**src/design/fci_params.svh**
```systemverilog
// constants for the flash command host: register map, fields, command codes and timing
// assumes a 250 MHz mclk and a parallel flash that latches commands on the strobe rising edge
//
// Functional notes
// the flash refuses erase of its one-time-programmable block; only its program command alters it
// factory OTP area is read-only; customer area programs until locked, then permanently protected
// 90H enters configuration read of the OTP block; FFH returns to array reads
// OTP program is C0H followed by data written at its target OTP address
// failed OTP program sets program_fail_flag; locked block also sets protect_fail_flag
// OTP lock is C0H then data FFFDH written to OTP offset 80H
// lock word bit 0 is factory lock, bit 1 customer lock; 0 means locked
// a lock-information bit once locked never returns to unlocked
// address and data are latched on the first rising edge of write strobe or chip select
// commands are taken only with write strobe and chip select both low, any address
// without program_voltage_valid the flash still reads but refuses erase, program and lock
// bus mode comes from control pins; reset, standby and output disable float the data pins
// output enable and write strobe are never low together
// ready_busy_n is low while an erase, program or lock algorithm runs, else floating
// FFH read array, 50H clear status, 70H read status; then reads return status
// block erase is 20H then D0H at an address inside the block
// full chip erase is 30H then D0H at any address
// word or byte program is 40H or 10H then data at the target address
// 60H then 01H at block address sets its lock; 60H then F1H sets permanent lock
// 60H then D0H at any address clears the block lock bits
// single-cycle suspend pauses erase or program; resume continues it
// after reset the flash is in read array mode with status 80H
// reset_powerdown_n low aborts a running operation; ready_busy_n stays low until done
// undefined codes or mismatched second cycles start nothing and flag a sequence error
// with byte mode only the low eight data lines move and the extra low address selects the byte
`ifndef FCI_PARAMS_SVH
`define FCI_PARAMS_SVH

// ---------------------------------------------------------------
// register offsets (byte addresses on apb)
// ---------------------------------------------------------------
`define FCI_OFS_CMD      8'h00
`define FCI_OFS_ADDR     8'h04
`define FCI_OFS_WDATA    8'h08
`define FCI_OFS_CTRL     8'h0c
`define FCI_OFS_STATUS   8'h10
`define FCI_OFS_RDATA    8'h14

// ---------------------------------------------------------------
// field positions
// ---------------------------------------------------------------
`define FCI_CTRL_BYTE_MODE   0
`define FCI_CTRL_HOLD_RESET  1
`define FCI_CTRL_ALT_PROG    2
`define FCI_ST_BUSY          0
`define FCI_ST_DONE          1
`define FCI_ST_REFUSED       2
`define FCI_ST_READY         3
`define FCI_ST_IN_RESET      4
`define FCI_ADDR_LSB_BIT     19

// ---------------------------------------------------------------
// flash command codes
// ---------------------------------------------------------------
`define FCI_C_READ_ARRAY   8'hff
`define FCI_C_READ_ID      8'h90
`define FCI_C_READ_STATUS  8'h70
`define FCI_C_CLEAR_STATUS 8'h50
`define FCI_C_BLOCK_ERASE  8'h20
`define FCI_C_CHIP_ERASE   8'h30
`define FCI_C_PROGRAM      8'h40
`define FCI_C_PROGRAM_ALT  8'h10
`define FCI_C_LOCK_SETUP   8'h60
`define FCI_C_CONFIRM      8'hd0
`define FCI_C_SET_BLOCK    8'h01
`define FCI_C_SET_PERM     8'hf1
`define FCI_C_OTP_PROGRAM  8'hc0
`define FCI_OTP_LOCK_DATA  16'hfffd
`define FCI_OTP_LOCK_ADDR  19'h00080

// ---------------------------------------------------------------
// timing
// ---------------------------------------------------------------
`define FCI_CLK_NS          4
`define FCI_RESET_LOW_NS    100
`define FCI_RESET_LOW_CYC   ((`FCI_RESET_LOW_NS + `FCI_CLK_NS - 1) / `FCI_CLK_NS)
`define FCI_RECOVER_CYC     32
`define FCI_BUSY_SETTLE_CYC 8
`define FCI_SETUP_CYC       3
`define FCI_PULSE_CYC       5
`define FCI_HOLD_CYC        2

`endif

```
**src/design/fci_pkg.sv**
```systemverilog
// types for the flash command host
// assumes nothing beyond the constants header
package fci_pkg;

  typedef enum logic [3:0] {
    FCI_OP_READ         = 4'h0,
    FCI_OP_READ_ARRAY   = 4'h1,
    FCI_OP_READ_ID      = 4'h2,
    FCI_OP_READ_STATUS  = 4'h3,
    FCI_OP_CLEAR_STATUS = 4'h4,
    FCI_OP_BLOCK_ERASE  = 4'h5,
    FCI_OP_CHIP_ERASE   = 4'h6,
    FCI_OP_PROGRAM      = 4'h7,
    FCI_OP_SET_BLOCK    = 4'h8,
    FCI_OP_CLEAR_LOCKS  = 4'h9,
    FCI_OP_SET_PERM     = 4'ha,
    FCI_OP_OTP_PROGRAM  = 4'hb,
    FCI_OP_OTP_LOCK     = 4'hc
  } fci_op_t;

  typedef enum logic [6:0] {
    FCI_ST_RESET   = 7'b0000001,
    FCI_ST_RECOVER = 7'b0000010,
    FCI_ST_IDLE    = 7'b0000100,
    FCI_ST_FIRST   = 7'b0001000,
    FCI_ST_SECOND  = 7'b0010000,
    FCI_ST_SETTLE  = 7'b0100000,
    FCI_ST_WAIT_RB = 7'b1000000
  } fci_state_t;

  typedef enum logic [3:0] {
    FCI_CY_IDLE   = 4'b0001,
    FCI_CY_SETUP  = 4'b0010,
    FCI_CY_STROBE = 4'b0100,
    FCI_CY_HOLD   = 4'b1000
  } fci_cycle_t;

endpackage : fci_pkg

```
**src/design/fci_host.sv**
```systemverilog
// flash command host: apb register slave that sequences flash command cycles
// assumes the flash pins are synchronous to mclk and the dq wire is resolved outside
//
// The register addresses and the APB interface to the registers were decided locally.
`timescale 1ns/1ps
`include "fci_params.svh"

module fci_host #(
  parameter int RESET_LOW_CYC   = `FCI_RESET_LOW_CYC,
  parameter int RECOVER_CYC     = `FCI_RECOVER_CYC,
  parameter int BUSY_SETTLE_CYC = `FCI_BUSY_SETTLE_CYC
) (
  // clock and reset
  input  wire logic        mclk,
  input  wire logic        rst,
  // apb slave
  input  wire logic        psel,
  input  wire logic        penable,
  input  wire logic        pwrite,
  input  wire logic [7:0]  paddr,
  input  wire logic [31:0] pwdata,
  output logic [31:0]      prdata,
  output logic             pready,
  output logic             pslverr,
  // flash pins
  output logic             ce_n,
  output logic             oe_n,
  output logic             we_n,
  output logic             byte_n,
  output logic             reset_powerdown_n,
  output logic [18:0]      a,
  output logic             a_lsb,
  output logic [15:0]      dq_out,
  output logic             dq_oe_n,
  input  wire logic [15:0] dq_in,
  input  wire logic        ready_busy_n
);

  fci_pkg::fci_state_t state;
  fci_pkg::fci_op_t    op;
  logic [15:0]         cnt;
  logic [19:0]         addr_reg;
  logic [15:0]         wdata_reg;
  logic [2:0]          ctrl;
  logic                done_flag;
  logic                refused_flag;
  logic [15:0]         rdata_reg;
  logic                cyc_start;
  logic                cyc_write;
  logic [18:0]         cyc_addr;
  logic [15:0]         cyc_data;
  logic                cyc_done;
  logic [15:0]         cyc_rdata;
  logic                setup_ph;
  logic                wr_acc;
  logic                cmd_wr;
  logic                idle;

  // ---------------------------------------------------------------
  // command decode
  // ---------------------------------------------------------------
  function automatic logic [7:0] first_code(input fci_pkg::fci_op_t o, input logic alt);
    unique case (o)
      fci_pkg::FCI_OP_READ_ARRAY:   first_code = `FCI_C_READ_ARRAY;
      fci_pkg::FCI_OP_READ_ID:      first_code = `FCI_C_READ_ID;
      fci_pkg::FCI_OP_READ_STATUS:  first_code = `FCI_C_READ_STATUS;
      fci_pkg::FCI_OP_CLEAR_STATUS: first_code = `FCI_C_CLEAR_STATUS;
      fci_pkg::FCI_OP_BLOCK_ERASE:  first_code = `FCI_C_BLOCK_ERASE;
      fci_pkg::FCI_OP_CHIP_ERASE:   first_code = `FCI_C_CHIP_ERASE;
      fci_pkg::FCI_OP_PROGRAM:      first_code = alt ? `FCI_C_PROGRAM_ALT : `FCI_C_PROGRAM;
      fci_pkg::FCI_OP_SET_BLOCK,
      fci_pkg::FCI_OP_CLEAR_LOCKS,
      fci_pkg::FCI_OP_SET_PERM:     first_code = `FCI_C_LOCK_SETUP;
      fci_pkg::FCI_OP_OTP_PROGRAM,
      fci_pkg::FCI_OP_OTP_LOCK:     first_code = `FCI_C_OTP_PROGRAM;
      default:                      first_code = `FCI_C_READ_ARRAY;
    endcase
  endfunction : first_code

  // operations that run an algorithm and so hold ready_busy_n low
  function automatic logic is_long(input fci_pkg::fci_op_t o);
    is_long = (o == fci_pkg::FCI_OP_BLOCK_ERASE) || (o == fci_pkg::FCI_OP_CHIP_ERASE) ||
              (o == fci_pkg::FCI_OP_PROGRAM) || (o == fci_pkg::FCI_OP_SET_BLOCK) ||
              (o == fci_pkg::FCI_OP_CLEAR_LOCKS) || (o == fci_pkg::FCI_OP_SET_PERM) ||
              (o == fci_pkg::FCI_OP_OTP_PROGRAM) || (o == fci_pkg::FCI_OP_OTP_LOCK);
  endfunction : is_long

  function automatic logic [15:0] second_data(input fci_pkg::fci_op_t o, input logic [15:0] wd);
    unique case (o)
      fci_pkg::FCI_OP_BLOCK_ERASE,
      fci_pkg::FCI_OP_CHIP_ERASE,
      fci_pkg::FCI_OP_CLEAR_LOCKS: second_data = {8'h00, `FCI_C_CONFIRM};
      fci_pkg::FCI_OP_SET_BLOCK:   second_data = {8'h00, `FCI_C_SET_BLOCK};
      fci_pkg::FCI_OP_SET_PERM:    second_data = {8'h00, `FCI_C_SET_PERM};
      fci_pkg::FCI_OP_OTP_LOCK:    second_data = `FCI_OTP_LOCK_DATA;
      default:                     second_data = wd;
    endcase
  endfunction : second_data

  // ---------------------------------------------------------------
  // apb slave, zero wait states
  // ---------------------------------------------------------------
  assign setup_ph = psel & ~penable;
  assign wr_acc   = psel & penable & pready & pwrite;
  assign cmd_wr   = wr_acc & (paddr == `FCI_OFS_CMD);
  assign idle     = (state == fci_pkg::FCI_ST_IDLE);

  always_ff @(posedge mclk) begin
    if (rst) begin
      pready  <= 1'b0;
      pslverr <= 1'b0;
      prdata  <= 32'h00000000;
    end else begin
      pready  <= setup_ph;
      pslverr <= 1'b0;
      prdata  <= 32'h00000000;
      if (setup_ph) begin
        unique case (paddr)
          `FCI_OFS_CMD:    prdata <= {28'h0000000, op};
          `FCI_OFS_ADDR:   prdata <= {12'h000, addr_reg};
          `FCI_OFS_WDATA:  prdata <= {16'h0000, wdata_reg};
          `FCI_OFS_CTRL:   prdata <= {29'h00000000, ctrl};
          `FCI_OFS_STATUS: prdata <= {27'h0000000, ~reset_powerdown_n, ready_busy_n,
                                      refused_flag, done_flag, ~idle};
          `FCI_OFS_RDATA:  prdata <= {16'h0000, rdata_reg};
          default:         pslverr <= 1'b1;
        endcase
      end
    end
  end

  // ---------------------------------------------------------------
  // software registers
  // ---------------------------------------------------------------
  always_ff @(posedge mclk) begin
    if (rst) begin
      addr_reg  <= 20'h00000;
      wdata_reg <= 16'h0000;
      ctrl      <= 3'h0;
    end else if (wr_acc) begin
      if (paddr == `FCI_OFS_ADDR)  addr_reg  <= pwdata[19:0];
      if (paddr == `FCI_OFS_WDATA) wdata_reg <= pwdata[15:0];
      if (paddr == `FCI_OFS_CTRL)  ctrl      <= pwdata[2:0];
    end
  end

  always_ff @(posedge mclk) begin
    if (rst) begin
      byte_n <= 1'b1;
    end else begin
      byte_n <= ~ctrl[`FCI_CTRL_BYTE_MODE];
    end
  end

  // a command while busy is dropped; the set wins over a clearing write
  always_ff @(posedge mclk) begin
    if (rst) begin
      refused_flag <= 1'b0;
    end else if (cmd_wr && !idle) begin
      refused_flag <= 1'b1;
    end else if (wr_acc && paddr == `FCI_OFS_STATUS && pwdata[`FCI_ST_REFUSED]) begin
      refused_flag <= 1'b0;
    end
  end

  // ---------------------------------------------------------------
  // command sequencer
  // ---------------------------------------------------------------
  always_ff @(posedge mclk) begin
    if (rst) begin
      state             <= fci_pkg::FCI_ST_RESET;
      cnt               <= 16'(RESET_LOW_CYC - 1);
      reset_powerdown_n <= 1'b0;
      op                <= fci_pkg::FCI_OP_READ;
      done_flag         <= 1'b0;
      rdata_reg         <= 16'h0000;
      cyc_start         <= 1'b0;
      cyc_write         <= 1'b0;
      cyc_addr          <= 19'h00000;
      cyc_data          <= 16'h0000;
    end else begin
      cyc_start <= 1'b0;
      if (ctrl[`FCI_CTRL_HOLD_RESET] && state != fci_pkg::FCI_ST_RESET) begin
        // abort the running sequence, though a started bus cycle still runs to its end; the flash drops its algorithm on this edge
        state             <= fci_pkg::FCI_ST_RESET;
        cnt               <= 16'(RESET_LOW_CYC - 1);
        reset_powerdown_n <= 1'b0;
      end else begin
        unique case (state)
          fci_pkg::FCI_ST_RESET: begin
            if (cnt != 16'h0000) begin
              cnt <= cnt - 16'h0001;
            end else if (!ctrl[`FCI_CTRL_HOLD_RESET]) begin
              reset_powerdown_n <= 1'b1;
              state             <= fci_pkg::FCI_ST_RECOVER;
              cnt               <= 16'(RECOVER_CYC - 1);
            end
          end
          fci_pkg::FCI_ST_RECOVER: begin
            // flash comes back in read array mode, no command needed
            if (cnt == 16'h0000) state <= fci_pkg::FCI_ST_IDLE;
            else cnt <= cnt - 16'h0001;
          end
          fci_pkg::FCI_ST_IDLE: begin
            if (cmd_wr) begin
              op        <= fci_pkg::fci_op_t'(pwdata[3:0]);
              done_flag <= 1'b0;
              cyc_start <= 1'b1;
              cyc_addr  <= addr_reg[18:0];
              if (fci_pkg::fci_op_t'(pwdata[3:0]) == fci_pkg::FCI_OP_READ) begin
                cyc_write <= 1'b0;
                state     <= fci_pkg::FCI_ST_SECOND;
              end else begin
                cyc_write <= 1'b1;
                cyc_data  <= {8'h00, first_code(fci_pkg::fci_op_t'(pwdata[3:0]),
                                                ctrl[`FCI_CTRL_ALT_PROG])};
                state     <= fci_pkg::FCI_ST_FIRST;
              end
            end
          end
          fci_pkg::FCI_ST_FIRST: begin
            if (cyc_done) begin
              if (is_long(op)) begin
                cyc_start <= 1'b1;
                cyc_data  <= second_data(op, wdata_reg);
                cyc_addr  <= (op == fci_pkg::FCI_OP_OTP_LOCK) ? `FCI_OTP_LOCK_ADDR
                                                             : addr_reg[18:0];
                state     <= fci_pkg::FCI_ST_SECOND;
              end else begin
                done_flag <= 1'b1;
                state     <= fci_pkg::FCI_ST_IDLE;
              end
            end
          end
          fci_pkg::FCI_ST_SECOND: begin
            if (cyc_done) begin
              if (!cyc_write) begin
                rdata_reg <= cyc_rdata;
              end
              if (cyc_write) begin
                state <= fci_pkg::FCI_ST_SETTLE;
                cnt   <= 16'(BUSY_SETTLE_CYC - 1);
              end else begin
                done_flag <= 1'b1;
                state     <= fci_pkg::FCI_ST_IDLE;
              end
            end
          end
          fci_pkg::FCI_ST_SETTLE: begin
            // give the flash time to pull ready_busy_n low before polling it
            if (cnt == 16'h0000) state <= fci_pkg::FCI_ST_WAIT_RB;
            else cnt <= cnt - 16'h0001;
          end
          fci_pkg::FCI_ST_WAIT_RB: begin
            if (ready_busy_n) begin
              done_flag <= 1'b1;
              state     <= fci_pkg::FCI_ST_IDLE;
            end
          end
        endcase
      end
    end
  end

  // ---------------------------------------------------------------
  // pin cycle engine
  // ---------------------------------------------------------------
  fci_bus_cycle u_cycle (
    .mclk     (mclk),
    .rst      (rst),
    .start    (cyc_start),
    .is_write (cyc_write),
    .addr     (cyc_addr),
    .addr_lsb (addr_reg[`FCI_ADDR_LSB_BIT]),
    .wdata    (cyc_data),
    .byte_mode(ctrl[`FCI_CTRL_BYTE_MODE]),
    .done     (cyc_done),
    .rdata    (cyc_rdata),
    .ce_n     (ce_n),
    .oe_n     (oe_n),
    .we_n     (we_n),
    .a        (a),
    .a_lsb    (a_lsb),
    .dq_out   (dq_out),
    .dq_oe_n  (dq_oe_n),
    .dq_in    (dq_in)
  );

endmodule : fci_host

```
**src/design/fci_bus_cycle.sv**
```systemverilog
// one flash bus cycle, read or write, on the chip select / output enable / write strobe pins
// assumes the caller pulses start only while idle and waits for done
`timescale 1ns/1ps
`include "fci_params.svh"

module fci_bus_cycle #(
  parameter int SETUP_CYC = `FCI_SETUP_CYC,
  parameter int PULSE_CYC = `FCI_PULSE_CYC,
  parameter int HOLD_CYC  = `FCI_HOLD_CYC
) (
  // clock and reset
  input  wire logic        mclk,
  input  wire logic        rst,
  // request
  input  wire logic        start,
  input  wire logic        is_write,
  input  wire logic [18:0] addr,
  input  wire logic        addr_lsb,
  input  wire logic [15:0] wdata,
  input  wire logic        byte_mode,
  output logic             done,
  output logic [15:0]      rdata,
  // flash pins
  output logic             ce_n,
  output logic             oe_n,
  output logic             we_n,
  output logic [18:0]      a,
  output logic             a_lsb,
  output logic [15:0]      dq_out,
  output logic             dq_oe_n,
  input  wire logic [15:0] dq_in
);

  fci_pkg::fci_cycle_t state;
  logic [7:0]          cnt;
  logic                wr;
  logic                last;

  assign last = (cnt == 8'h00);

  // ---------------------------------------------------------------
  // phase sequencing
  // ---------------------------------------------------------------
  always_ff @(posedge mclk) begin
    if (rst) begin
      state <= fci_pkg::FCI_CY_IDLE;
      cnt   <= 8'h00;
      wr    <= 1'b0;
    end else begin
      unique case (state)
        fci_pkg::FCI_CY_IDLE: begin
          if (start) begin
            state <= fci_pkg::FCI_CY_SETUP;
            cnt   <= 8'(SETUP_CYC - 1);
            wr    <= is_write;
          end
        end
        fci_pkg::FCI_CY_SETUP: begin
          if (last) begin
            state <= fci_pkg::FCI_CY_STROBE;
            cnt   <= 8'(PULSE_CYC - 1);
          end else begin
            cnt <= cnt - 8'h01;
          end
        end
        fci_pkg::FCI_CY_STROBE: begin
          if (last) begin
            state <= fci_pkg::FCI_CY_HOLD;
            cnt   <= 8'(HOLD_CYC - 1);
          end else begin
            cnt <= cnt - 8'h01;
          end
        end
        fci_pkg::FCI_CY_HOLD: begin
          if (last) begin
            state <= fci_pkg::FCI_CY_IDLE;
          end else begin
            cnt <= cnt - 8'h01;
          end
        end
      endcase
    end
  end

  // ---------------------------------------------------------------
  // pins
  // ---------------------------------------------------------------
  // the strobe rises while chip select is still low, so the strobe edge is the latching edge
  always_ff @(posedge mclk) begin
    if (rst) begin
      ce_n    <= 1'b1;
      oe_n    <= 1'b1;
      we_n    <= 1'b1;
      a       <= 19'h00000;
      a_lsb   <= 1'b0;
      dq_out  <= 16'h0000;
      dq_oe_n <= 1'b1;
      done    <= 1'b0;
      rdata   <= 16'h0000;
    end else begin
      done <= 1'b0;
      if (state == fci_pkg::FCI_CY_IDLE && start) begin
        ce_n    <= 1'b0;
        a       <= addr;
        a_lsb   <= byte_mode & addr_lsb;
        dq_out  <= byte_mode ? {8'h00, wdata[7:0]} : wdata;
        dq_oe_n <= ~is_write;
      end
      if (state == fci_pkg::FCI_CY_SETUP && last) begin
        we_n <= ~wr;
        oe_n <= wr;
      end
      if (state == fci_pkg::FCI_CY_STROBE && last) begin
        we_n <= 1'b1;
        oe_n <= 1'b1;
        if (!wr) begin
          rdata <= byte_mode ? {8'h00, dq_in[7:0]} : dq_in;
        end
      end
      if (state == fci_pkg::FCI_CY_HOLD && last) begin
        ce_n    <= 1'b1;
        dq_oe_n <= 1'b1;
        done    <= 1'b1;
      end
    end
  end

endmodule : fci_bus_cycle

```
**config.mk**
```make
export PLATFORM = sky130hd
export DESIGN_NAME = fci_host
export DESIGN_NICKNAME = d
export VERILOG_FILES = /design/src/design/fci_pkg.sv /design/src/design/fci_host.sv /design/src/design/fci_bus_cycle.sv
export VERILOG_INCLUDE_DIRS = /design/src /design/src/design
export SDC_FILE = /design/constraint.sdc
export NUM_CORES = 1
export LEC_CHECK = 0
export ABC_AREA = 1
export BUFFER_PORTS_ARGS = -buffer_cell sky130_fd_sc_hd__clkbuf_2
export CORE_UTILIZATION = 62
export DETAILED_ROUTE_END_ITERATION = 8
export HOLD_SLACK_MARGIN = 0.06
export PLACE_DENSITY = 0.85
export SLEW_MARGIN = 20
export SYNTH_ARGS = -nofsm -noshare
export SYNTH_HDL_FRONTEND = slang
export SYNTH_SLANG_ARGS = --single-unit
```
**constraint.sdc**
```tcl
create_clock -name mclk -period 3.4 [get_ports mclk]
set_clock_uncertainty 0.05 [all_clocks]
set_input_delay 0.17 -clock mclk [delete_from_list [all_inputs] [get_ports mclk]]
set_output_delay 0.17 -clock mclk [all_outputs]
set_load 0.05 [all_outputs]
```
==> impl_results.md, run 1 <==
- CTS tree: done
- Share of synthesized flip-flops with an asynchronous set or reset: 0%
- Number of synthesized register bits: 215
- Number of global-route vias before repair: 8792
- Total half-perimeter wirelength after legalization and detailed placement: 17.8 mm
- Number of nets at the end of the flow: 1584
- Via/cell ratio: 5.53
- Clock latency of the later-clocked register in the worst-skew pair: 520 ps
- VDD IR-drop max: 0.543 mV
- Detailed Route WL: 27.0 mm
- Horizontal die dimension: 127 µm
- Clock sink total: 215
- Num CTS Buffers: 23
- Cell Rows: 45
- Total of max-cap violations: 0
- Fraction of met1 tracks used by global routing: 42.5%
- Root buf cell: sky130_fd_sc_hd__clkbuf_16
- Initial antenna violation count: 0
- Reg-to-reg startpoint: state[4]$_SDFFE_PP0P_
- Post CTS Setup Buffer Count: 0
- Initial cell density of the core: 63.4%
- CP startpoint kind: register
- Maximum fanout encountered on the critical timing path: 24
- Wire length of the first global-routing pass: 43.0 mm
- Initial DRT Pass Iterations: 5
- Remaining DRCs: 0
- Count of distinct cell types in the synthesized netlist: 39
- Yosys warns: 0
- Layer with the highest usage: met2
- Routing usage on met2: 56.7%
- Start point of the critical path: state[4]$_SDFFE_PP0P_
- Share of cells above drive strength 1: 13.6%
- Minimum hold slack: 91.6 ps
- Pre-CTS setup slack: 803 ps
- Endpoint class of the critical path: register
- EDFF count, synth: 0
- Die footprint: 16000 µm²
- Reg2reg setup slack: 780 ps
- Pwr/cell area: 619 nW/µm²
- Result of the run: complete, no violations
- Overall power: 7.04 mW
- Level count of the clock H-tree: 1
- Most frequent standard cell in the layout excluding fill and tap cells: sky130_fd_sc_hd__nand2_1
- Fin worst setup slack: 781 ps
- Global routing usage summed across all routing layers: 33.5%
- Post-detailed-route wirelength per cell: 15.7 µm
- Final core occ: 74.8%
- RSZ-0062 raised after global routing: no
- Area added between synthesis and finish: 17.9%
- Total via count after detailed routing: 9526
- Post-synthesis average cell area: 6.93 µm²
- Number of slew-limit violations in the final report: 0
- Arrival time worst endpoint: 3010 ps
- Top cell type's share of synthesized area: 44.7%
- Highest clock frequency the design can meet: 382 MHz
- Routability congestion estimate: 0.962
- Core Footprint: 15200 µm²
- I/O pin count: 138
- Fin crit period: 2620 ps
- Max_slew headroom: 26.8%
- Area contributors post-synth: sky130_fd_sc_hd__dfxtp_1 45%, sky130_fd_sc_hd__nand2_1 11%, sky130_fd_sc_hd__nor2_1 11%, sky130_fd_sc_hd__o21ai_0 5.8%, sky130_fd_sc_hd__a21oi_1 5.7%
- Worst hold path class: primary input to register
- First-iteration detailed-routing DRC count: 832
- Cell area after synthesis: 9640 µm²
- Most frequent cells in the layout: 292 x sky130_fd_sc_hd__nand2_1, 271 x sky130_fd_sc_hd__nor2_1, 215 x sky130_fd_sc_hd__dfxtp_1
- Clock transition at the register clock pins on the worst setup and hold paths after CTS: 60 ps
- PortBufs: 113
- Cell accounting for the most synthesized area: sky130_fd_sc_hd__dfxtp_1
- Residual overflow from global routing: 0
- CP required: 3800 ps
- Worst-margin pin slew: 1100 ps
- Standby leakage power: 5.15 nW
- Die Ht: 127 µm
- Part of the Yosys area used for sequential elements: 44.7%
- Final setup fails: 0
- Worst setup path class: register to register
- Worst setup path endpoint: cyc_addr[14]$_SDFFE_PP0P_
- Number of failing hold endpoints at the final stage: 0
- Accumulated negative setup slack: 0 ps
- Inserted Diodes: 0
- Cells after Synth: 1390
- Grt met3 use: 4.89%
- Clock buffer depth: 3
- Maximum number of pins on one net before global-route repair: 66
- Primary FF master, synth: sky130_fd_sc_hd__dfxtp_1
- Reg2Reg Capture Point: cyc_addr[14]$_SDFFE_PP0P_
- FF-to-FF path depth: 10
- Final critical-path share of the clock period: 77.0%
- Number of nets with antenna violations after routing: 0
-- power by group --
group | internal [mW] | switching [mW]
clock | 1.55 | 1.06
sequential | 2.70 | 0.130
combinational | 0.514 | 1.08
-- final cells by class --
cell class                      count  area, µm²
Clock buffer                       28        624
Clock inverter                     14        166
Fill cell                        1202       3840
Inverter                          138        518
Multi-Input combinational cell    980       4490
Sequential cell                   215       4300
Tap cell                          188        235
Timing Repair Buffer              160       1030
-- critical path, cell delays in order (launching register included) --
cell	delay, ps
sky130_fd_sc_hd__dfxtp_1	330
sky130_fd_sc_hd__nor2_2	140
sky130_fd_sc_hd__nand2_2	150
sky130_fd_sc_hd__nor2_4	520
sky130_fd_sc_hd__nor2_2	110
sky130_fd_sc_hd__inv_2	120
sky130_fd_sc_hd__nand2_1	80
sky130_fd_sc_hd__nor2_2	650
sky130_fd_sc_hd__buf_4	250
sky130_fd_sc_hd__nor2_1	50
sky130_fd_sc_hd__nor2_1	90
-- worst min path at each step --
| stage | start | end | cells past startpoint |
|---|---|---|---|
| after floorplan | rst | pready$_SDFF_PP0_ | 1 |
| after global placement | pwdata[16] | addr_reg[16]$_SDFFE_PP0P_ | 3 |
| after detailed placement | pwdata[4] | addr_reg[4]$_SDFFE_PP0P_ | 3 |
| after CTS | pwdata[2] | addr_reg[2]$_SDFFE_PP0P_ | 3 |
| after global routing | pwdata[2] | addr_reg[2]$_SDFFE_PP0P_ | 3 |
| final | pwdata[2] | wdata_reg[2]$_SDFFE_PP0P_ | 3 |
-- stage by stage --
| stage | std cells | cell area [µm²] |
|---|---|---|
| detailed placement | 1643 | 10200 |
| CTS | 1723 | 11400 |
| global route | 1723 | 11400 |
| finish | 1723 | 11400 |
| floorplan | 1401 | 9680 |
| global placement | 1643 | 10200 |
-- per-layer routing --
metal | share of wire (%) | up-vias
met1 | 41 | 4349
met4 | 4.2 | 0
met3 | 7.1 | 84
li1 | - | 4686
met2 | 48 | 407
met5 | 0 | -
-- kinds of logic (layout without fill, tap and decap cells) --
group	count (synthesis)	in the layout	synth area share (%)
AO/OA/AOI/OAI	256	256	13.8
AND/OR/NAND/NOR	699	699	31.0
XOR/XNOR	9	9	0.818
other	1	12	0.0389
buffers and inverters	206	340	9.15
adder cells (fa/ha/maj)	4	4	0.519
flip-flops	215	215	44.7
-- synthesized netlist by cell type, types with 2 or more instances --
library cell,number
sky130_fd_sc_hd__nand2_1,292
sky130_fd_sc_hd__nor2_1,271
sky130_fd_sc_hd__dfxtp_1,215
sky130_fd_sc_hd__inv_1,130
sky130_fd_sc_hd__o21ai_0,111
sky130_fd_sc_hd__a21oi_1,110
sky130_fd_sc_hd__nand3_1,58
sky130_fd_sc_hd__clkbuf_1,26
sky130_fd_sc_hd__nor3_1,20
sky130_fd_sc_hd__buf_2,18
sky130_fd_sc_hd__nand4_1,18
sky130_fd_sc_hd__a31oi_1,17
sky130_fd_sc_hd__buf_4,17
sky130_fd_sc_hd__nor2_2,10
sky130_fd_sc_hd__nor2_4,10
sky130_fd_sc_hd__inv_2,7
sky130_fd_sc_hd__nand2_2,7
sky130_fd_sc_hd__xor2_1,7
sky130_fd_sc_hd__o21ai_1,5
sky130_fd_sc_hd__o22ai_1,5
sky130_fd_sc_hd__buf_1,4
sky130_fd_sc_hd__ha_1,4
sky130_fd_sc_hd__buf_6,3
sky130_fd_sc_hd__nand2_4,3
sky130_fd_sc_hd__nand3_2,3
sky130_fd_sc_hd__nand4_2,3
sky130_fd_sc_hd__o211ai_1,2
sky130_fd_sc_hd__o21bai_1,2
sky130_fd_sc_hd__xnor2_1,2
-- repair_timing --
| action | 4_1_cts | 5_1_grt |
|---|---|---|
| resized for setup | 0 | 0 |
| hold endpoints to repair | 59 | 0 |
| hold buffers | 38 | 0 |
Note: power is estimated with default switching activity, not from simulation.
==> run 2, diff against run 1 <==
--- a/config.mk
+++ b/config.mk
@@ -6,12 +6,12 @@
 export SDC_FILE = /design/constraint.sdc
 export NUM_CORES = 1
 export LEC_CHECK = 0
-export ABC_AREA = 1
+export ABC_AREA = 0
 export BUFFER_PORTS_ARGS = -buffer_cell sky130_fd_sc_hd__clkbuf_2
-export CORE_UTILIZATION = 62
+export CORE_UTILIZATION = 51
 export DETAILED_ROUTE_END_ITERATION = 8
 export HOLD_SLACK_MARGIN = 0.06
-export PLACE_DENSITY = 0.85
+export PLACE_DENSITY = 0.75
 export SLEW_MARGIN = 20
 export SYNTH_ARGS = -nofsm -noshare
 export SYNTH_HDL_FRONTEND = slang
==> constraint.sdc (replaced) <==
create_clock -name mclk -period 2.4 [get_ports mclk]
set_clock_uncertainty 0.05 [all_clocks]
set_input_delay 0.12 -clock mclk [delete_from_list [all_inputs] [get_ports mclk]]
set_output_delay 0.12 -clock mclk [all_outputs]
set_load 0.05 [all_outputs]
==> run 2 against run 1 <==
Core utilization down 10 points; combinational power up 12%; global-route usage down 7.6 points; area after synthesis down 4.8%; largest power group unchanged; highest routed layer unchanged; critical path depth down 3; synthesized cell count down 18%; critical path type unchanged; worst hold slack worse by 11 ps; register-to-register slack worse by 700 ps.
==> impl_results.md, run 2 <==
- Root buf cell: sky130_fd_sc_hd__clkbuf_16
- Number of standard cells in the final layout excluding fillers: 1528 (-11%)
- Final critical-path share of the clock period: 96.8% (+20 points)
- PortBufs: 113 (unchanged)
- Max_slew headroom: 52.4% (+26 points)
- Area contributors post-synth: sky130_fd_sc_hd__dfxtp_1 47%, sky130_fd_sc_hd__nand2_1 10%, sky130_fd_sc_hd__a21oi_1 8.9%, sky130_fd_sc_hd__nor2_1 4.0%, sky130_fd_sc_hd__clkbuf_1 2.8%
- Multi-input gate area: 4460 µm² (-0.75%)
- Remaining DRCs: 0 (unchanged)
- Maximum fanout encountered on the critical timing path: 24 (unchanged)
- Result of the run: complete, no violations
- Number of global-route vias before repair: 7682 (-13%)
- Number of slew-limit violations in the final report: 0 (unchanged)
- Cells after Synth: 1143 (-18%)
- Most frequently used cell type in the post-synthesis netlist: sky130_fd_sc_hd__nand2_1
- Reg-to-reg startpoint: u_cycle.cnt[3]$_SDFFE_PP0P_
- Maximum number of pins on one net before global-route repair: 164 (+150%)
- Accumulated negative setup slack: 0 ps (unchanged)
- Inserted Diodes: 0 (unchanged)
- Pwr/cell area: 824 nW/µm² (+33%)
- Yosys warns: 0 (unchanged)
- Clock sink total: 215 (unchanged)
- I/O pin count: 138 (unchanged)
- Clock buffer depth: 3 (unchanged)
- Cell area after synthesis: 9180 µm² (-4.8%)
- Num CTS Buffers: 23 (unchanged)
- Start point of the critical path: u_cycle.cnt[3]$_SDFFE_PP0P_
- Reg2Reg Capture Point: u_cycle.rdata[15]$_SDFFE_PP0P_
- Number of nets with antenna violations after routing: 0 (unchanged)
- Cell Rows: 48 (+6.7%)
- Minimum hold slack: 80.8 ps (-10.8 ps)
- CP required: 2780 ps (-1020 ps)
- FF-to-FF path depth: 7 (-3)
- Share of cells above drive strength 1: 17.0% (+3.4 points)
- Final core occ: 64.7% (-10 points)
- Peak per-stage delay on the critical path: 540 ps (-110 ps)
- VDD IR-drop max: 0.731 mV (+35%)
- Cell-by-cell listing of the critical path: or4_4 > or3_4 > or3_1 > buf_12 > nor3b_2 > a21oi_1 > nor2_1
- Core Footprint: 17400 µm² (+15%)
- Reg2reg setup slack: 80 ps (-700 ps)
- Level count of the clock H-tree: 1 (unchanged)
- Via/cell ratio: 5.61 (+1.5%)
- First-iteration detailed-routing DRC count: 844 (+1.4%)
- Global routing usage summed across all routing layers: 25.9% (-7.6 points)
- Count of distinct cell types in the synthesized netlist: 68 (+74%)
- Die Ht: 136 µm (+7.5%)
- CTS tree: done
- Total of max-cap violations: 0 (unchanged)
- Horizontal die dimension: 136 µm (+7.5%)
- Residual overflow from global routing: 0 (unchanged)
- Initial DRT Pass Iterations: 9 (+4)
- Number of synthesized register bits: 215 (unchanged)
- Cell accounting for the most synthesized area: sky130_fd_sc_hd__dfxtp_1
- Initial cell density of the core: 52.7% (-11 points)
- Clock transition at the register clock pins on the worst setup and hold paths after CTS: 60 ps (about the same)
- Most frequent standard cell in the layout excluding fill and tap cells: sky130_fd_sc_hd__nand2_1
- Final setup fails: 0 (unchanged)
- CP startpoint kind: register
- Highest clock frequency the design can meet: 430 MHz (+13%)
- Worst hold path class: primary input to register
- Most frequent cells in the layout: 252 x sky130_fd_sc_hd__nand2_1, 214 x sky130_fd_sc_hd__dfxtp_1, 163 x sky130_fd_sc_hd__a21oi_1
- Fin crit period: 2320 ps (-295 ps)
- Number of nets at the end of the flow: 1354 (-15%)
- Slowest stage cell, crit path: sky130_fd_sc_hd__or4_4
- Number of failing hold endpoints at the final stage: 0 (unchanged)
- Total via count after detailed routing: 8574 (-10%)
- Routability congestion estimate: 0.905 (-5.9%)
- Overall power: 9.29 mW (+32%)
- Share of synthesized flip-flops with an asynchronous set or reset: 0% (unchanged)
- Total half-perimeter wirelength after legalization and detailed placement: 16.2 mm (-9.2%)
- Part of the Yosys area used for sequential elements: 46.9% (+2.2 points)
- EDFF count, synth: 0 (unchanged)
- Fin worst setup slack: 76.2 ps (-705 ps)
- Arrival time worst endpoint: 2700 ps (-310 ps)
- Endpoint class of the critical path: register
- Worst-margin pin slew: 712 ps (-385 ps)
- Post-detailed-route wirelength per cell: 15.8 µm (+0.93%)
- Primary FF master, synth: sky130_fd_sc_hd__dfxtp_1
- Die footprint: 18500 µm² (+16%)
- Sequential cell area: 4310 µm² (about the same)
- Synth top cells by count: 252 x sky130_fd_sc_hd__nand2_1, 215 x sky130_fd_sc_hd__dfxtp_1, 163 x sky130_fd_sc_hd__a21oi_1
- Filler cells: 1446 (+20%)
- Top cell type's share of synthesized area: 46.9% (+2.2 points)
- RSZ-0062 raised after global routing: no
- Area added between synthesis and finish: 22.8%
- Post-synthesis average cell area: 8.03 µm² (+16%)
- Clock latency of the later-clocked register in the worst-skew pair: 500 ps (-20 ps)
- Final design instance area without fill: 11300 µm² (-0.83%)
- Standby leakage power: 4.19 nW (-19%)
- Initial antenna violation count: 0 (unchanged)
- Detailed Route WL: 24.2 mm (-10%)
- Pre-CTS setup slack: 124 ps (-679 ps)
- Wire length of the first global-routing pass: 39.0 mm (-9.4%)
- Placed Cells: 1446 (-12%)
- Worst setup path endpoint: u_cycle.rdata[15]$_SDFFE_PP0P_
- Post-DP Area: 10100 µm² (-1.3%)
- Worst setup path class: register to register
-- run 2: cell count changes after synthesis, moves of 40 or more --
| cell | delta |
|---|---|
| sky130_fd_sc_hd__o21ai_0 | -77 |
| sky130_fd_sc_hd__inv_1 | -117 |
| sky130_fd_sc_hd__nor2_1 | -172 |
| sky130_fd_sc_hd__a21oi_1 | +53 |
| sky130_fd_sc_hd__nand2_1 | -40 |
| sky130_fd_sc_hd__clkbuf_1 | +42 |
-- run 2: cell families after synthesis --
family | synth area share, %
AO/OA/AOI/OAI | 17.4
flip-flops | 46.9
buffers and inverters | 5.17
AND/OR/NAND/NOR | 26.5
adder cells (fa/ha/maj) | 0.545
other | 0.0409
multiplexers | 2.28
XOR/XNOR | 1.15
-- run 2: final cells by class --
class / instances / share of cell area (%)
clock buffer: 33 / 5.88
clock inverter: 7 / 1.01
inverter: 13 / 0.433
multi-input combinational: 833 / 39.5
sequential: 215 / 38.2
tap: 225 / 2.50
timing repair buffer: 202 / 12.4
-- run 2: what timing repair did --
item	CTS	global route
setup endpoints to repair	0	9
gates resized for setup	0	4
hold endpoints to repair	62	0
setup buffers	0	1
hold buffers	41	0
-- run 2: where the power goes --
group | internal, mW | switching [mW]
clock | 2.24 | 1.39
combinational | 0.787 | 1.00
sequential | 3.71 | 0.169
-- run 2: worst max-delay path, delay by kind of cell, from the launching register on --
kind	cells	cell delay, ps
and+or+nand+nor	5	1610
DFF	1	330
buffers and inverters	1	180
AOI/OAI and AO/OA	1	70
-- run 2: metal layers --
layer | routed length, µm | GRT usage, %
met3 | 1670 | 3.47
met4 | 488 | 7.53
met5 | 0 | 0
met1 | 11300 | 38.6
met2 | 10700 | 38.7
-- run 2: how the worst min path moves through the flow --
stage                                          endpoint  slack [ps]  depth (start not counted)       start
final                                pslverr$_SDFF_PP0_          80                          3    paddr[4]
after global routing                  pready$_SDFF_PP0_         100                          3        psel
after CTS                            pslverr$_SDFF_PP0_          60                          3    paddr[4]
after detailed placement      addr_reg[18]$_SDFFE_PP0P_         310                          3  pwdata[18]
after global placement    u_cycle.rdata[3]$_SDFFE_PP0P_         290                          3    dq_in[3]
after floorplan                       pready$_SDFF_PP0_         200                          1     penable
==> run 3, diff against run 2 <==
--- a/config.mk
+++ b/config.mk
@@ -11,6 +11,7 @@
 export CORE_UTILIZATION = 51
 export DETAILED_ROUTE_END_ITERATION = 8
 export HOLD_SLACK_MARGIN = 0.06
+export MAX_ROUTING_LAYER = met4
 export PLACE_DENSITY = 0.75
 export SLEW_MARGIN = 20
 export SYNTH_ARGS = -nofsm -noshare
==> run 3 against run 2 <==
Sequential share of layout area decreased by 0.061 points; first-iteration DRC count fell by 8.8%; via count decreased by 0.72%; non-clock buffer count increased by 1; core utilization up 0.12 points; clock power is essentially flat; die area did not move; critical endpoint is now u_cycle.rdata[8]$_SDFFE_PP0P_; cell count stayed put; combinational power decreased by 2%; flip-flop and latch count is the same.
==> impl_results.md, run 3 (synthesis results as in run 2) <==
- Root buf cell: sky130_fd_sc_hd__clkbuf_16
- Final critical-path share of the clock period: 97.5% (+0.68 points)
- Post-DP Area: 10100 µm² (about the same)
- Core Footprint: 17400 µm² (unchanged)
- Clock transition at the register clock pins on the worst setup and hold paths after CTS: 60 ps (about the same)
- Worst setup path endpoint: u_cycle.rdata[8]$_SDFFE_PP0P_
- CP required: 2780 ps (about the same)
- Number of global-route vias before repair: 7385 (-3.9%)
- Total half-perimeter wirelength after legalization and detailed placement: 16.0 mm (-0.85%)
- Max_slew headroom: 49.3% (-3.1 points)
- Number of nets at the end of the flow: 1355 (+0.074%)
- Num CTS Buffers: 23 (unchanged)
- Total of max-cap violations: 0 (unchanged)
- Cell Rows: 48 (unchanged)
- Clock buffer depth: 3 (unchanged)
- Fraction of met1 tracks used by global routing: 38.0% (-0.58 points)
- CP startpoint kind: register
- Most frequent standard cell in the layout excluding fill and tap cells: sky130_fd_sc_hd__nand2_1
- Endpoint class of the critical path: register
- Number of failing hold endpoints at the final stage: 0 (unchanged)
- Die Ht: 136 µm (unchanged)
- Initial antenna violation count: 0 (unchanged)
- Global routing usage summed across all routing layers: 25.8% (-0.11 points)
- Final setup fails: 0 (unchanged)
- VDD IR-drop max: 0.700 mV (-4.2%)
- Number of nets with antenna violations after routing: 0 (unchanged)
- RSZ-0062 raised after global routing: yes
- Layer with the highest usage: met1
- Number of standard cells in the final layout excluding fillers: 1528 (unchanged)
- Remaining DRCs: 0 (unchanged)
- Inserted Diodes: 0 (unchanged)
- Wire length of the first global-routing pass: 37.5 mm (-3.7%)
- CTS tree: done
- FF-to-FF path depth: 7 (unchanged)
- Clock power share: 39.0% (about the same)
- Standby leakage power: 4.18 nW (-0.26%)
- Clock sink total: 215 (unchanged)
- I/O pin count: 138 (unchanged)
- Internal power summed over all cells: 6.69 mW (-0.63%)
- Initial DRT Pass Iterations: 7 (-2)
- Reg2Reg Capture Point: u_cycle.rdata[8]$_SDFFE_PP0P_
- Total via count after detailed routing: 8512 (-0.72%)
- Initial cell density of the core: 52.7% (unchanged)
- Post CTS Setup Buffer Count: 0 (unchanged)
- Arrival time worst endpoint: 2720 ps (+20 ps)
- Result of the run: complete, no violations
- Detailed Route WL: 23.8 mm (-1.5%)
- Post-detailed-route wirelength per cell: 15.6 µm (-1.5%)
- Power share of the combinational group: 18.9% (-0.4 points)
- Worst setup path class: register to register
- Via/cell ratio: 5.57 (-0.72%)
- Fin crit period: 2340 ps (+16.4 ps)
- Routability congestion estimate: 0.912 (+0.74%)
- Final core occ: 64.8% (+0.12 points)
- Pwr/cell area: 816 nW/µm² (-0.98%)
- Worst-margin pin slew: 761 ps (+48.7 ps)
- Clock latency of the later-clocked register in the worst-skew pair: 500 ps (about the same)
- Residual overflow from global routing: 0 (unchanged)
- Number of slew-limit violations in the final report: 0 (unchanged)
- Grt met3 use: 3.65% (+0.19 points)
- PortBufs: 113 (unchanged)
- Sequential cell area: 4310 µm² (about the same)
- Minimum hold slack: 123 ps (+42.2 ps)
- Worst hold path class: primary input to register
- Routing usage on met2: 36.9% (-1.8 points)
- Multi-input gate area: 4480 µm² (+0.42%)
- Level count of the clock H-tree: 1 (unchanged)
- Maximum fanout encountered on the critical timing path: 24 (unchanged)
- Filler cells: 1500 (+3.7%)
- Maximum number of pins on one net before global-route repair: 164 (unchanged)
- Final design instance area without fill: 11300 µm² (+0.19%)
- Highest clock frequency the design can meet: 427 MHz (-0.70%)
- Reg-to-reg startpoint: u_cycle.cnt[2]$_SDFFE_PP0P_
- Sequential Power Share: 42.1% (+0.4 points)
- Switching Share: 27.4% (-0.12 points)
- Most frequent cells in the layout: 252 x sky130_fd_sc_hd__nand2_1, 213 x sky130_fd_sc_hd__dfxtp_1, 160 x sky130_fd_sc_hd__a21oi_1
- Die footprint: 18500 µm² (unchanged)
- Area added between synthesis and finish: 23.1%
- Share of cells above drive strength 1: 17.3% (+0.31 points)
- Net switching component of the power: 2.53 mW (-1.2%)
- Placed Cells: 1447 (+0.069%)
- Horizontal die dimension: 136 µm (unchanged)
- Start point of the critical path: u_cycle.cnt[2]$_SDFFE_PP0P_
- Reg2reg setup slack: 60 ps (-20 ps)
- First-iteration detailed-routing DRC count: 770 (-8.8%)
-- run 3: worst min path at each step --
stage	start	end	slack (ps)	cells after the start
after floorplan	penable	pready$_SDFF_PP0_	200	1
after global placement	dq_in[3]	u_cycle.rdata[3]$_SDFFE_PP0P_	300	3
after detailed placement	pwdata[17]	addr_reg[17]$_SDFFE_PP0P_	300	3
after CTS	psel	pready$_SDFF_PP0_	90	3
after global routing	psel	pready$_SDFF_PP0_	100	3
final	psel	pready$_SDFF_PP0_	120	3
-- run 3: timing repair --
item	CTS	global route
setup endpoints to repair	0	14
endpoints found under the hold margin	61	0
gates resized for setup	0	9
hold buffers	42	0
-- run 3: cell type report --
cell class,count,area share (%)
Multi-Input combinational cell,833,39.6
Clock buffer,32,5.75
Timing Repair Buffer,203,12.5
Sequential cell,215,38.1
Tap cell,225,2.49
Inverter,13,0.432
Clock inverter,7,1.05
-- run 3: worst max-delay path, stage by stage, from the launching register on --
cell and delay, ps:
sky130_fd_sc_hd__dfxtp_1 320, sky130_fd_sc_hd__or4_4 550, sky130_fd_sc_hd__or3_4 380, sky130_fd_sc_hd__or3_1 400, sky130_fd_sc_hd__buf_12 180, sky130_fd_sc_hd__nor3b_1 240
sky130_fd_sc_hd__a21oi_1 60, sky130_fd_sc_hd__nor2_1 80
-- run 3: stage by stage --
step                      TNS, ps  setup slack, ps  power [mW]
after CTS                       0             38.6        9.21
after global placement          0              152        5.56
final                           0             59.9        9.22
after global routing        -25.3            -13.0        9.60
after floorplan                 0             45.9        5.07
after detailed placement        0             71.8        5.59
-- run 3: layer usage --
| layer | share of wire [%] | routed length, µm |
|---|---|---|
| met4 | 2.2 | 518 |
| met2 | 43 | 10300 |
| met3 | 7.4 | 1760 |
| met5 | 0 | 0 |
| met1 | 47 | 11200 |
-- run 3: power by group through the flow --
stage / Sequential, mW / Combinational (mW) / Clock, mW
3_5_place_dp: 3.95 / 1.64 / 0
2_1_floorplan: 3.90 / 1.17 / 0
5_1_grt: 3.90 / 1.92 / 3.78
3_3_place_gp: 3.94 / 1.62 / 0
6_report: 3.88 / 1.75 / 3.59
4_1_cts: 3.87 / 1.70 / 3.64
